[src/hw/rssa_pkg.sv]
// rssa_pkg: constants and types of the rotate/subtract/swap datapath
// assumes one core clock, operands driven by the core decoder
// Function
// - rotate right moves bits down, old bit 0 into carry, carry into bit 7
// - destination bit 0 writes accumulator, 1 writes the file register
// - sleep clears the watchdog counter and its prescaler
// - sleep clears powerdown flag, sets timeout flag, touches no other flag
// - literal minus accumulator, two's complement, difference into accumulator
// - literal subtract carry and half carry are no-borrow compares
// - register minus accumulator, carry and half carry as no-borrow compares
// - borrow subtract also removes inverted carry, updates carry, half carry, zero
// - nibble swap exchanges the nibbles and leaves all flags alone
package rssa_pkg;
  localparam int RSSA_DW = 8;
  localparam logic [31:0] RSSA_ACC_OFS = 32'h0000_0000;
  localparam logic [31:0] RSSA_STAT_OFS = 32'h0000_0004;
  localparam int RSSA_STAT_C = 0;
  localparam int RSSA_STAT_DC = 1;
  localparam int RSSA_STAT_Z = 2;
  localparam int RSSA_STAT_PD = 3;
  localparam int RSSA_STAT_TO = 4;
  localparam logic [7:0] RSSA_ACC_RST = 8'h00;
  localparam logic RSSA_FLAG_RST = 1'b0;
  localparam logic RSSA_PWR_FLAG_RST = 1'b1;
  typedef enum logic [5:0] {
    RSSA_OP_ROTATE = 6'b00_0001,
    RSSA_OP_LIT_SUB = 6'b00_0010,
    RSSA_OP_REG_SUB = 6'b00_0100,
    RSSA_OP_BRW_SUB = 6'b00_1000,
    RSSA_OP_SWAP = 6'b01_0000,
    RSSA_OP_SLEEP = 6'b10_0000
  } rssa_op_t;
endpackage

[src/hw/rssa_sub_if.sv]
// rssa_sub_if: operands and results of the subtractor
// assumes the main datapath drives the operands combinationally
`timescale 1ns/100ps
`default_nettype none
interface rssa_sub_if;
  logic [7:0] minuend;
  logic [7:0] subtrahend;
  logic borrow_in;
  logic [7:0] diff;
  logic carry_out;
  logic half_carry_out;
  modport user (output minuend, output subtrahend, output borrow_in,
    input diff, input carry_out, input half_carry_out);
  modport sub (input minuend, input subtrahend, input borrow_in,
    output diff, output carry_out, output half_carry_out);
endinterface
`default_nettype wire

[src/hw/rssa_sub.sv]
// rssa_sub: 8-bit two's complement subtractor with no-borrow flags
// assumes operands stable within the cycle
`timescale 1ns/100ps
`default_nettype none
module rssa_sub
  import rssa_pkg::*;
(
  rssa_sub_if.sub sb
);
  logic [8:0] full_diff;
  logic [4:0] low_diff;
  // carry is the inverted borrow out of each width
  always_comb
  begin
    full_diff = {1'b0, sb.minuend} - {1'b0, sb.subtrahend} - {8'h00, sb.borrow_in};
    low_diff = {1'b0, sb.minuend[3:0]} - {1'b0, sb.subtrahend[3:0]} - {4'h0, sb.borrow_in};
  end
  assign sb.diff = full_diff[7:0];
  assign sb.carry_out = ~full_diff[8];
  assign sb.half_carry_out = ~low_diff[4];
endmodule
`default_nettype wire

[src/hw/rssa_alu.sv]
// rssa_alu: rotate, subtract, swap and sleep effects of the core
// assumes decoder presents one operation per cycle with op_valid
`timescale 1ns/100ps
`default_nettype none
module rssa_alu
  import rssa_pkg::*;
(
  input wire logic clock,
  input wire logic reset_n,
  input wire logic op_valid,
  input wire rssa_op_t op_code,
  input wire logic dest_bit,
  input wire logic [7:0] file_data,
  input wire logic [7:0] literal,
  output logic [7:0] acc_reg,
  output logic carry_reg,
  output logic half_carry_flag_reg,
  output logic zero_reg,
  output logic timeout_flag_reg,
  output logic powerdown_flag_reg,
  output logic file_wr_en_reg,
  output logic [7:0] file_wr_data_reg,
  output logic watchdog_counter_clear_reg,
  output logic prescaler_clear_reg,
  input wire logic psel,
  input wire logic penable,
  input wire logic pwrite,
  input wire logic [31:0] paddr,
  input wire logic [31:0] pwdata,
  output logic [31:0] prdata,
  output logic pready,
  output logic pslverr
);
  rssa_sub_if sub_bus ();
  logic [7:0] result_next;
  logic carry_next;
  logic half_carry_next;
  logic zero_next;
  logic flags_sub;
  logic rotate_now;
  logic sleep_now;
  logic result_now;
  logic apb_write;
  logic apb_setup;

  rssa_sub u_sub (
    .sb(sub_bus.sub)
  );

  // subtractor operand select
  always_comb
  begin
    sub_bus.minuend = file_data;
    sub_bus.subtrahend = acc_reg;
    sub_bus.borrow_in = 1'b0;
    if (op_code == RSSA_OP_LIT_SUB)
    begin
      sub_bus.minuend = literal;
    end
    if (op_code == RSSA_OP_BRW_SUB)
    begin
      sub_bus.borrow_in = ~carry_reg;
    end
  end

  // result and flag next values
  always_comb
  begin
    result_next = file_data;
    carry_next = carry_reg;
    half_carry_next = half_carry_flag_reg;
    zero_next = zero_reg;
    flags_sub = 1'b0;
    unique case (op_code)
      RSSA_OP_ROTATE:
      begin
        result_next = {carry_reg, file_data[7:1]};
        carry_next = file_data[0];
      end
      RSSA_OP_LIT_SUB, RSSA_OP_REG_SUB, RSSA_OP_BRW_SUB:
      begin
        flags_sub = 1'b1;
        result_next = sub_bus.diff;
        carry_next = sub_bus.carry_out;
        half_carry_next = sub_bus.half_carry_out;
        zero_next = (sub_bus.diff == 8'h00);
      end
      RSSA_OP_SWAP:
      begin
        result_next = {file_data[3:0], file_data[7:4]};
      end
      RSSA_OP_SLEEP:
      begin
        result_next = file_data;
      end
      default:
      begin
        result_next = file_data;
      end
    endcase
  end

  assign rotate_now = op_valid && (op_code == RSSA_OP_ROTATE);
  assign sleep_now = op_valid && (op_code == RSSA_OP_SLEEP);
  assign result_now = op_valid && (op_code inside {RSSA_OP_ROTATE, RSSA_OP_LIT_SUB,
    RSSA_OP_REG_SUB, RSSA_OP_BRW_SUB, RSSA_OP_SWAP});
  assign apb_setup = psel && !penable;
  assign apb_write = psel && penable && pready && pwrite;

  // accumulator: literal subtract always, rotate, other subtracts and swap by destination bit, never on sleep
  always_ff @(posedge clock or negedge reset_n)
  begin
    if (!reset_n)
    begin
      acc_reg <= RSSA_ACC_RST;
    end
    else if (result_now && (op_code == RSSA_OP_LIT_SUB || !dest_bit))
    begin
      acc_reg <= result_next;
    end
    else if (apb_write && paddr == RSSA_ACC_OFS)
    begin
      acc_reg <= pwdata[7:0];
    end
  end

  // file register write-back
  always_ff @(posedge clock or negedge reset_n)
  begin
    if (!reset_n)
    begin
      file_wr_en_reg <= 1'b0;
      file_wr_data_reg <= RSSA_ACC_RST;
    end
    else
    begin
      file_wr_en_reg <= result_now && op_code != RSSA_OP_LIT_SUB && dest_bit;
      file_wr_data_reg <= result_next;
    end
  end

  // arithmetic flags
  always_ff @(posedge clock or negedge reset_n)
  begin
    if (!reset_n)
    begin
      carry_reg <= RSSA_FLAG_RST;
      half_carry_flag_reg <= RSSA_FLAG_RST;
      zero_reg <= RSSA_FLAG_RST;
    end
    else if (op_valid && (flags_sub || rotate_now))
    begin
      carry_reg <= carry_next;
      half_carry_flag_reg <= half_carry_next;
      zero_reg <= zero_next;
    end
  end

  // power status flags and watchdog clears
  always_ff @(posedge clock or negedge reset_n)
  begin
    if (!reset_n)
    begin
      timeout_flag_reg <= RSSA_PWR_FLAG_RST;
      powerdown_flag_reg <= RSSA_PWR_FLAG_RST;
      watchdog_counter_clear_reg <= 1'b0;
      prescaler_clear_reg <= 1'b0;
    end
    else
    begin
      watchdog_counter_clear_reg <= sleep_now;
      prescaler_clear_reg <= sleep_now;
      if (sleep_now)
      begin
        timeout_flag_reg <= 1'b1;
        powerdown_flag_reg <= 1'b0;
      end
    end
  end

  // apb slave, answers in the first access cycle
  always_ff @(posedge clock or negedge reset_n)
  begin
    if (!reset_n)
    begin
      pready <= 1'b0;
      pslverr <= 1'b0;
      prdata <= 32'h0000_0000;
    end
    else
    begin
      pready <= apb_setup;
      pslverr <= apb_setup && paddr != RSSA_ACC_OFS && paddr != RSSA_STAT_OFS;
      prdata <= 32'h0000_0000;
      if (apb_setup && !pwrite && paddr == RSSA_ACC_OFS)
      begin
        prdata <= {24'h00_0000, acc_reg};
      end
      else if (apb_setup && !pwrite && paddr == RSSA_STAT_OFS)
      begin
        prdata[RSSA_STAT_C] <= carry_reg;
        prdata[RSSA_STAT_DC] <= half_carry_flag_reg;
        prdata[RSSA_STAT_Z] <= zero_reg;
        prdata[RSSA_STAT_PD] <= powerdown_flag_reg;
        prdata[RSSA_STAT_TO] <= timeout_flag_reg;
      end
    end
  end

  a_rotate_result: assert property (@(posedge clock) disable iff (!reset_n)
    (rotate_now && !dest_bit) |=> acc_reg == {$past(carry_reg), $past(file_data[7:1])}
      && carry_reg == $past(file_data[0]))
    else $error("rotate result or carry wrong");
  a_dest_select: assert property (@(posedge clock) disable iff (!reset_n)
    (result_now && op_code != RSSA_OP_LIT_SUB) |=> file_wr_en_reg == $past(dest_bit))
    else $error("destination select wrong");
  a_sleep_clears: assert property (@(posedge clock) disable iff (!reset_n)
    sleep_now |=> watchdog_counter_clear_reg && prescaler_clear_reg ##1
      !watchdog_counter_clear_reg || $past(sleep_now))
    else $error("sleep clear pulse wrong");
  a_sleep_power: assert property (@(posedge clock) disable iff (!reset_n)
    sleep_now |=> timeout_flag_reg && !powerdown_flag_reg && $stable(carry_reg)
      && $stable(zero_reg) && $stable(half_carry_flag_reg) && $stable(acc_reg))
    else $error("sleep changed wrong flags");
  a_lit_sub: assert property (@(posedge clock) disable iff (!reset_n)
    (op_valid && op_code == RSSA_OP_LIT_SUB) |=>
      acc_reg == 8'($past(literal) - $past(acc_reg)))
    else $error("literal subtract wrong");
  a_lit_carry: assert property (@(posedge clock) disable iff (!reset_n)
    (op_valid && op_code == RSSA_OP_LIT_SUB) |=>
      carry_reg == ($past(acc_reg) <= $past(literal))
      && half_carry_flag_reg == ($past(acc_reg[3:0]) <= $past(literal[3:0])))
    else $error("literal subtract flags wrong");
  a_reg_carry: assert property (@(posedge clock) disable iff (!reset_n)
    (op_valid && op_code == RSSA_OP_REG_SUB && dest_bit) |=>
      file_wr_data_reg == 8'($past(file_data) - $past(acc_reg))
      && carry_reg == ($past(acc_reg) <= $past(file_data)))
    else $error("register subtract wrong");
  a_borrow_sub: assert property (@(posedge clock) disable iff (!reset_n)
    (op_valid && op_code == RSSA_OP_BRW_SUB && dest_bit) |=> file_wr_data_reg ==
      8'($past(file_data) - $past(acc_reg) - {7'h00, !$past(carry_reg)}))
    else $error("borrow subtract wrong");
  a_swap_flags: assert property (@(posedge clock) disable iff (!reset_n)
    (op_valid && op_code == RSSA_OP_SWAP) |=> $stable(carry_reg) && $stable(zero_reg)
      && file_wr_data_reg == {$past(file_data[3:0]), $past(file_data[7:4])})
    else $error("swap wrong");
  a_zero_flag: assert property (@(posedge clock) disable iff (!reset_n)
    (op_valid && flags_sub) |=> zero_reg == ($past(sub_bus.diff) == 8'h00))
    else $error("zero flag wrong");
  a_one_cycle: assert property (@(posedge clock) disable iff (!reset_n)
    (result_now && dest_bit && op_code != RSSA_OP_LIT_SUB) |=> file_wr_en_reg
      ##1 (!file_wr_en_reg || $past(result_now)))
    else $error("write-back not single cycle");
endmodule
`default_nettype wire

[config.mk]
export PLATFORM = sky130hd
export DESIGN_NAME = rssa_alu
export DESIGN_NICKNAME = d
export VERILOG_FILES = /design/src/hw/rssa_pkg.sv /design/src/hw/rssa_sub_if.sv /design/src/hw/rssa_sub.sv /design/src/hw/rssa_alu.sv
export SDC_FILE = /design/constraint.sdc
export NUM_CORES = 1
export LEC_CHECK = 0
export ABC_CLOCK_PERIOD_IN_PS = 4790
export BUFFER_PORTS_ARGS = -buffer_cell sky130_fd_sc_hd__clkbuf_2
export CAP_MARGIN = 10
export CORE_MARGIN = 10
export CORE_UTILIZATION = 46
export CTS_CLUSTER_DIAMETER = 50
export DETAILED_ROUTE_END_ITERATION = 12
export PLACE_DENSITY = 0.94
export SLEW_MARGIN = 20
export SYNTH_ARGS = -nofsm -noshare
export SYNTH_HDL_FRONTEND = slang
export SYNTH_SLANG_ARGS = --single-unit
export TNS_END_PERCENT = 100
[constraint.sdc]
create_clock -name clock -period 4.79 [get_ports clock]
set_clock_uncertainty 0.2 [all_clocks]
set_input_delay 0.2395 -clock clock [delete_from_list [all_inputs] [get_ports clock]]
set_output_delay 0.2395 -clock clock [all_outputs]
set_load 0.02 [all_outputs]
After elaboration in Yosys (flattened, before gate mapping)
Index checks and enable logic that the tools add are counted.
Widths: inputs -> output; s select.
Storage, ports and cells
  register bits: 56
  RAM bits: 0
  output and inout port bits: 58
  latch bits: 0
  memories kept: 0
  bits of input ports: 93
  logic and storage cells: 68
  ROM bits: 0
Cells by class
  divide/modulo/power cells: 0
  shift operators: 0
  add/subtract/negate cells: 4
  mux-type cells: 10
  reduce and logical (&&, ||, !) cells: 31
  multipliers: 0
  $lt $le $gt $ge: 0
  eq/ne operators: 9
  bitwise operators: 3
Operator list (number)
  $eq 32x3->1 const B: 1
  $logic_not 32->1: 1
  $ne 32x3->1 const B: 1
  $reduce_bool 32->1: 1
  $mux 8: 3
  $pmux 8 s3: 1
  $logic_and 1x1->1: 17
  $mux 5: 2
  $sub 8x8->9: 1
  $sub 9x1->9: 1
  $logic_not 8->1: 1
  $eq 6x1->1 const B: 1
  $eq 6x2->1 const B: 1
  $eq 6x3->1 const B: 1
  $eq 6x4->1 const B: 1
  $eq 6x5->1 const B: 1
  $eq 6x6->1 const B: 1
  $ne 6x2->1 const B: 1
  $reduce_bool 5->1: 1
  $sub 4x4->5: 1
  $sub 5x1->5: 1
  $reduce_and 2->1: 2
  $reduce_bool 2->1: 2
  $logic_not 1->1: 3
  other kinds (6): 10

Longest topological paths before layout
  depth after elaboration: 6
  depth in mapped cells: 13
  depth with buffers taken out: 12

Modules after synthesis
A second synthesis with hierarchy kept.
Unflattened totals
  cell total of the unflattened synthesis: 247
  area total of the unflattened synthesis: 2391.0 um2
Modules (own cells, without submodules)
  rssa_alu: instances 1, sequential area each 802.0 um2, cells each 172, area each 1844.3 um2
  rssa_sub: instances 1, sequential area each 0.0 um2, cells each 75, area each 546.8 um2

Least setup slack after synthesis
No wires, ideal clock.
  kind: input to register
  start point: input port op_code[4]
  end point: register zero_reg
  path buffers: 1
  slack: 0.992 ns
  cell stages on the path: 13
  setup time: 0.092 ns
  required time: 4.498 ns
  arrival time: 3.506 ns
  cell sequence: buf_2 -> nor4_4 -> nand2_1 -> mux2i_1 -> fa_1 -> inv_1 -> fa_1 -> nand2b_1 -> a2111oi_0 -> nor3_1 -> xor2_1 -> or4_1 -> o31ai_2
On the way
  cells in the longest elaborated chain, start to end: 6
  elaborated cells on any way between the ends: 15
  those cells by class: 2 x add/sub; 4 x eq/ne; 3 x mux; 6 x reduce/logical
RTL lines
  start: declaration: RTL line rssa_alu.sv:11  | input wire rssa_op_t op_code,
  branches (longest 6 deep; another with $sub 8x8->9)
  end signal: assignment: RTL line rssa_alu.sv:155  | zero_reg <= zero_next;
  end: declaration: RTL line rssa_alu.sv:18  | output logic zero_reg,
Parallel ways; which one is timed is not known.
A chain may end at the register's enable or synchronous reset.

Worst setup path after layout
  start point: input port op_code[5]
  end point: register zero_reg
Same word-level chain as after synthesis.

==> run summary <==
OUTCOME
---------------------------------------------------------------------------------
Outcome                                                                 completed

FLOORPLAN
---------------------------------------------------------------------------------
Std-Cell Rows                                                                  25
Horizontal die dimension                                                  91.5 µm
I/O pin cnt                                                                   151
Die Area                                                              0.00836 mm²
Core area                                                             0.00485 mm²
Height of the die                                                         91.5 µm
Starting utilization of the core area                                       48.4%

LOGIC SYNTHESIS
---------------------------------------------------------------------------------
Post-synth EDFFs                                                                0
Post-synthesis async set-or-reset flop share                                 100%
Average cell area after synthesis                                        9.47 µm²
Most numerous cell in the Yosys netlist                              sky130_fd_sc_hd__dfrtp_1
Post-synthesis instance total                                                 248
Largest area contributor in the synthesized netlist                  sky130_fd_sc_hd__dfrtp_1
Synthesis warning total                                                         0
Yosys cell types                                                               49
Primary FF master, synth                                             sky130_fd_sc_hd__dfrtp_1
Leading post-synthesis cells by instance count                       31 x sky130_fd_sc_hd__dfrtp_1, 26 x sky130_fd_sc_hd__buf_4, 19 x sky130_fd_sc_hd__nand2_1
Area share of the largest cell type after synthesis                         33.0%
Sequential area share after synthesis                                       34.2%
Synthesized flop and latch total                                               32
Area contributors post-synth                                         sky130_fd_sc_hd__dfrtp_1 33%, sky130_fd_sc_hd__buf_4 8.3%, sky130_fd_sc_hd__ha_1 6.4%
Mapped cell area                                                      0.00235 mm²

WORST SETUP PATH
---------------------------------------------------------------------------------
Worst endpoint required time                                              4.79 ns
Largest fanout of any net on the critical path                                  6
Critical-path top delay cell                                         sky130_fd_sc_hd__or4_1
Sequence of cells on the critical path                               clkbuf_2 -> or4_1 -> nor4b_1 -> fa_1 -> inv_1 -> fa_1 -> nand2b_1 -> a2111oi_0 -> nor3_1 -> xor2_1 -> or4_1 -> o31ai_2
Worst setup SP type                                                  primary input
Critical Path Sink Type                                                 flip-flop
Reg-to-reg slack, setup                                                   1.18 ns
WP data arrival                                                           3.76 ns
Register-to-Register Path Depth                                                10
Startpoint of the lowest-slack register-to-register path             carry_reg$_DFFE_PN0P_
Top delay family on crit path                                        simple AND/OR/NAND/NOR gates
Kind of critical path                                                      in2reg
Sum of buffers and inverters on the critical path                               2
Slowest stage delay, CP                                                   0.55 ns
Worst flop-to-flop path endpoint                                     zero_reg$_DFFE_PN0P_

GRT
---------------------------------------------------------------------------------
Via count of the first global-routing pass                                   2345
Largest net degree at the start of global routing                              33
Global route overflow                                                           0
Initial antenna violation count                                                 0
Global-route wire length before repair                                    11.5 mm
Global Route Usage Sum                                                      16.7%

ROUTE
---------------------------------------------------------------------------------
Total Wirelength                                                          7.20 mm
Final routed DRC violation total                                                0
Via count normalized by instance count                                       5.43
DRC marker count from the first detailed-route iteration                      202
Number of vias in the routed layout                                          2271
Post-DRT Antenna Nets                                                           0
WL/cell                                                                   17.2 µm
Initial DRT Pass Iterations                                                     4

CLOCK TREE
---------------------------------------------------------------------------------
Total CTS buffers                                                               5
CTS tree                                                                      yes
Post-cts repair resize count                                                    0
Buffer depth of the longest clock path                                          2
TritonCTS sink count                                                           32
Clock latency at the later pin of the worst-skew pair                     0.28 ns
Master cell of the clock root buffer                                 sky130_fd_sc_hd__clkbuf_8
H-tree lvl count                                                                2
Clock slew seen by the registers of the worst setup and hold paths        0.06 ns

PLACED DESIGN
---------------------------------------------------------------------------------
Buffers added on ports                                                        101
Placer's final routability congestion estimate                              0.903
Detailed-placement wirelength estimate                                    6.13 mm

STA
---------------------------------------------------------------------------------
Final-report setup violation count                                              0
Hold Worst Slack                                                        0.0225 ns
Max Freq                                                                  266 MHz
Remaining max-slew budget at the tightest pin                               42.7%
Transition at the pin with the smallest max-transition slack             0.855 ns
Setup_tns                                                                    0 ns
Final hold violation count                                                      0
Post-route clock period utilization                                         78.6%
Unrepaired setup endpoints after global routing                             false
Max Transition Viols Final                                                      0
Crit path time final                                                      3.76 ns

WORST HOLD PATH
---------------------------------------------------------------------------------
Start point of the worst min-delay path                                      psel
Hold WC Path Type                                                          in2reg
Instance count along the most critical hold path                                3
Endpoint of the worst hold-timing path                               pready$_DFF_PN0_

LAYOUT
---------------------------------------------------------------------------------
Final core utilization                                                      60.2%
Area added between synthesis and finish                                     24.3%
Diodes inserted                                                                 0
Share of cells above drive strength 1                                       33.6%
Number of nets in the finished design                                         457

POWER
---------------------------------------------------------------------------------
Overall Power                                                             1.03 mW
Leakage power total                                                       1.54 nW
Worst supply voltage drop on vdd                                       0.000150 V
PwrDens                                                                354 mW/mm²

RUN
---------------------------------------------------------------------------------
Max Cap Viol                                                                    0

-- report_power, final --
| part | internal, mW | total, mW | switching, mW |
|---|---|---|---|
| Combinational | 0.184 | 0.472 | 0.288 |
| Sequential | 0.306 | 0.350 | 0.0442 |
| Clock | 0.116 | 0.211 | 0.0948 |
| Total | 0.606 | 1.03 | 0.427 |
-- placed cells by master (no fill, tap or decap), types with 4 or more instances in the layout --
master,count
sky130_fd_sc_hd__nor4_1,7
sky130_fd_sc_hd__inv_1,17
sky130_fd_sc_hd__conb_1,25
sky130_fd_sc_hd__nor3_1,7
sky130_fd_sc_hd__a22o_1,9
sky130_fd_sc_hd__a21oi_1,6
sky130_fd_sc_hd__xnor2_1,4
sky130_fd_sc_hd__a21o_1,4
sky130_fd_sc_hd__clkbuf_8,6
sky130_fd_sc_hd__mux2i_1,13
sky130_fd_sc_hd__o21ai_0,14
sky130_fd_sc_hd__nor2_1,8
sky130_fd_sc_hd__xor2_1,5
sky130_fd_sc_hd__ha_1,12
sky130_fd_sc_hd__nor2b_1,7
sky130_fd_sc_hd__a221o_1,5
sky130_fd_sc_hd__dfrtp_1,31
sky130_fd_sc_hd__or4_1,4
sky130_fd_sc_hd__clkbuf_2,101
sky130_fd_sc_hd__nand2_1,19
-- routing by layer --
metal  track usage (%)  vias up  share of wire [%]
li1                  -     1048                  -
met1              17.6     1046                 38
met2              28.6      160                 48
met3              6.42       17                 12
met4              8.09        0                2.9
met5                 0        -                  0
-- worst register-to-register path, cell delays in order (launching register included) --
cell and delay (ns):
sky130_fd_sc_hd__dfrtp_1 0.45, sky130_fd_sc_hd__nor4b_1 0.46, sky130_fd_sc_hd__fa_1 0.25, sky130_fd_sc_hd__inv_1 0.07, sky130_fd_sc_hd__fa_1 0.42, sky130_fd_sc_hd__nand2b_1 0.18
sky130_fd_sc_hd__a2111oi_0 0.43, sky130_fd_sc_hd__nor3_1 0.15, sky130_fd_sc_hd__xor2_1 0.18, sky130_fd_sc_hd__or4_1 0.55, sky130_fd_sc_hd__o31ai_2 0.18
-- what timing repair did --
| action | CTS | global route |
|---|---|---|
| hold endpoints to repair | 32 | 0 |
| buffers inserted | 0 | 0 |
| hold buffers | 2 | 0 |
-- cell type report --
cell class,instances,area [µm²]
fill,405,1930
sequential,32,802
clock buffer,7,86.3
timing repair buffer,105,541
multi-input combinational,189,1340
inverter,17,63.8
tap,67,83.8
clock inverter,1,7.51
-- worst max-delay path by stage --
| stage | slack [ns] | cells past startpoint | from | end |
|---|---|---|---|---|
| CTS | 1.04 | 12 | op_code[5] | zero_reg$_DFFE_PN0P_ |
| detailed placement | 0.75 | 12 | op_code[5] | zero_reg$_DFFE_PN0P_ |
| finish | 1.03 | 12 | op_code[5] | zero_reg$_DFFE_PN0P_ |
| global route | 0.85 | 12 | op_code[5] | zero_reg$_DFFE_PN0P_ |
| global placement | 0.85 | 12 | op_code[0] | zero_reg$_DFFE_PN0P_ |
| floorplan | 0.99 | 13 | op_code[4] | zero_reg$_DFFE_PN0P_ |
-- stage by stage --
step | setup WS (ns) | cell area, µm² | cells
2_1_floorplan | 0.992 | 2430 | 271
3_3_place_gp | 0.852 | 2810 | 408
3_5_place_dp | 0.752 | 2810 | 408
4_1_cts | 1.04 | 2920 | 418
5_1_grt | 0.852 | 2920 | 418
6_report | 1.03 | 2920 | 418
-- cells by family after synthesis --
group / Yosys count / share of synthesized area [%]
other: 2 / 0.320
AO/OA/AOI/OAI: 55 / 17.4
AND/OR/NAND/NOR: 73 / 18.5
buffers and inverters: 50 / 12.6
flip-flops: 32 / 34.2
multiplexers: 13 / 5.54
XOR/XNOR: 9 / 3.36
adder cells (fa/ha/maj): 14 / 8.10
(Power assumes the default switching activity.)
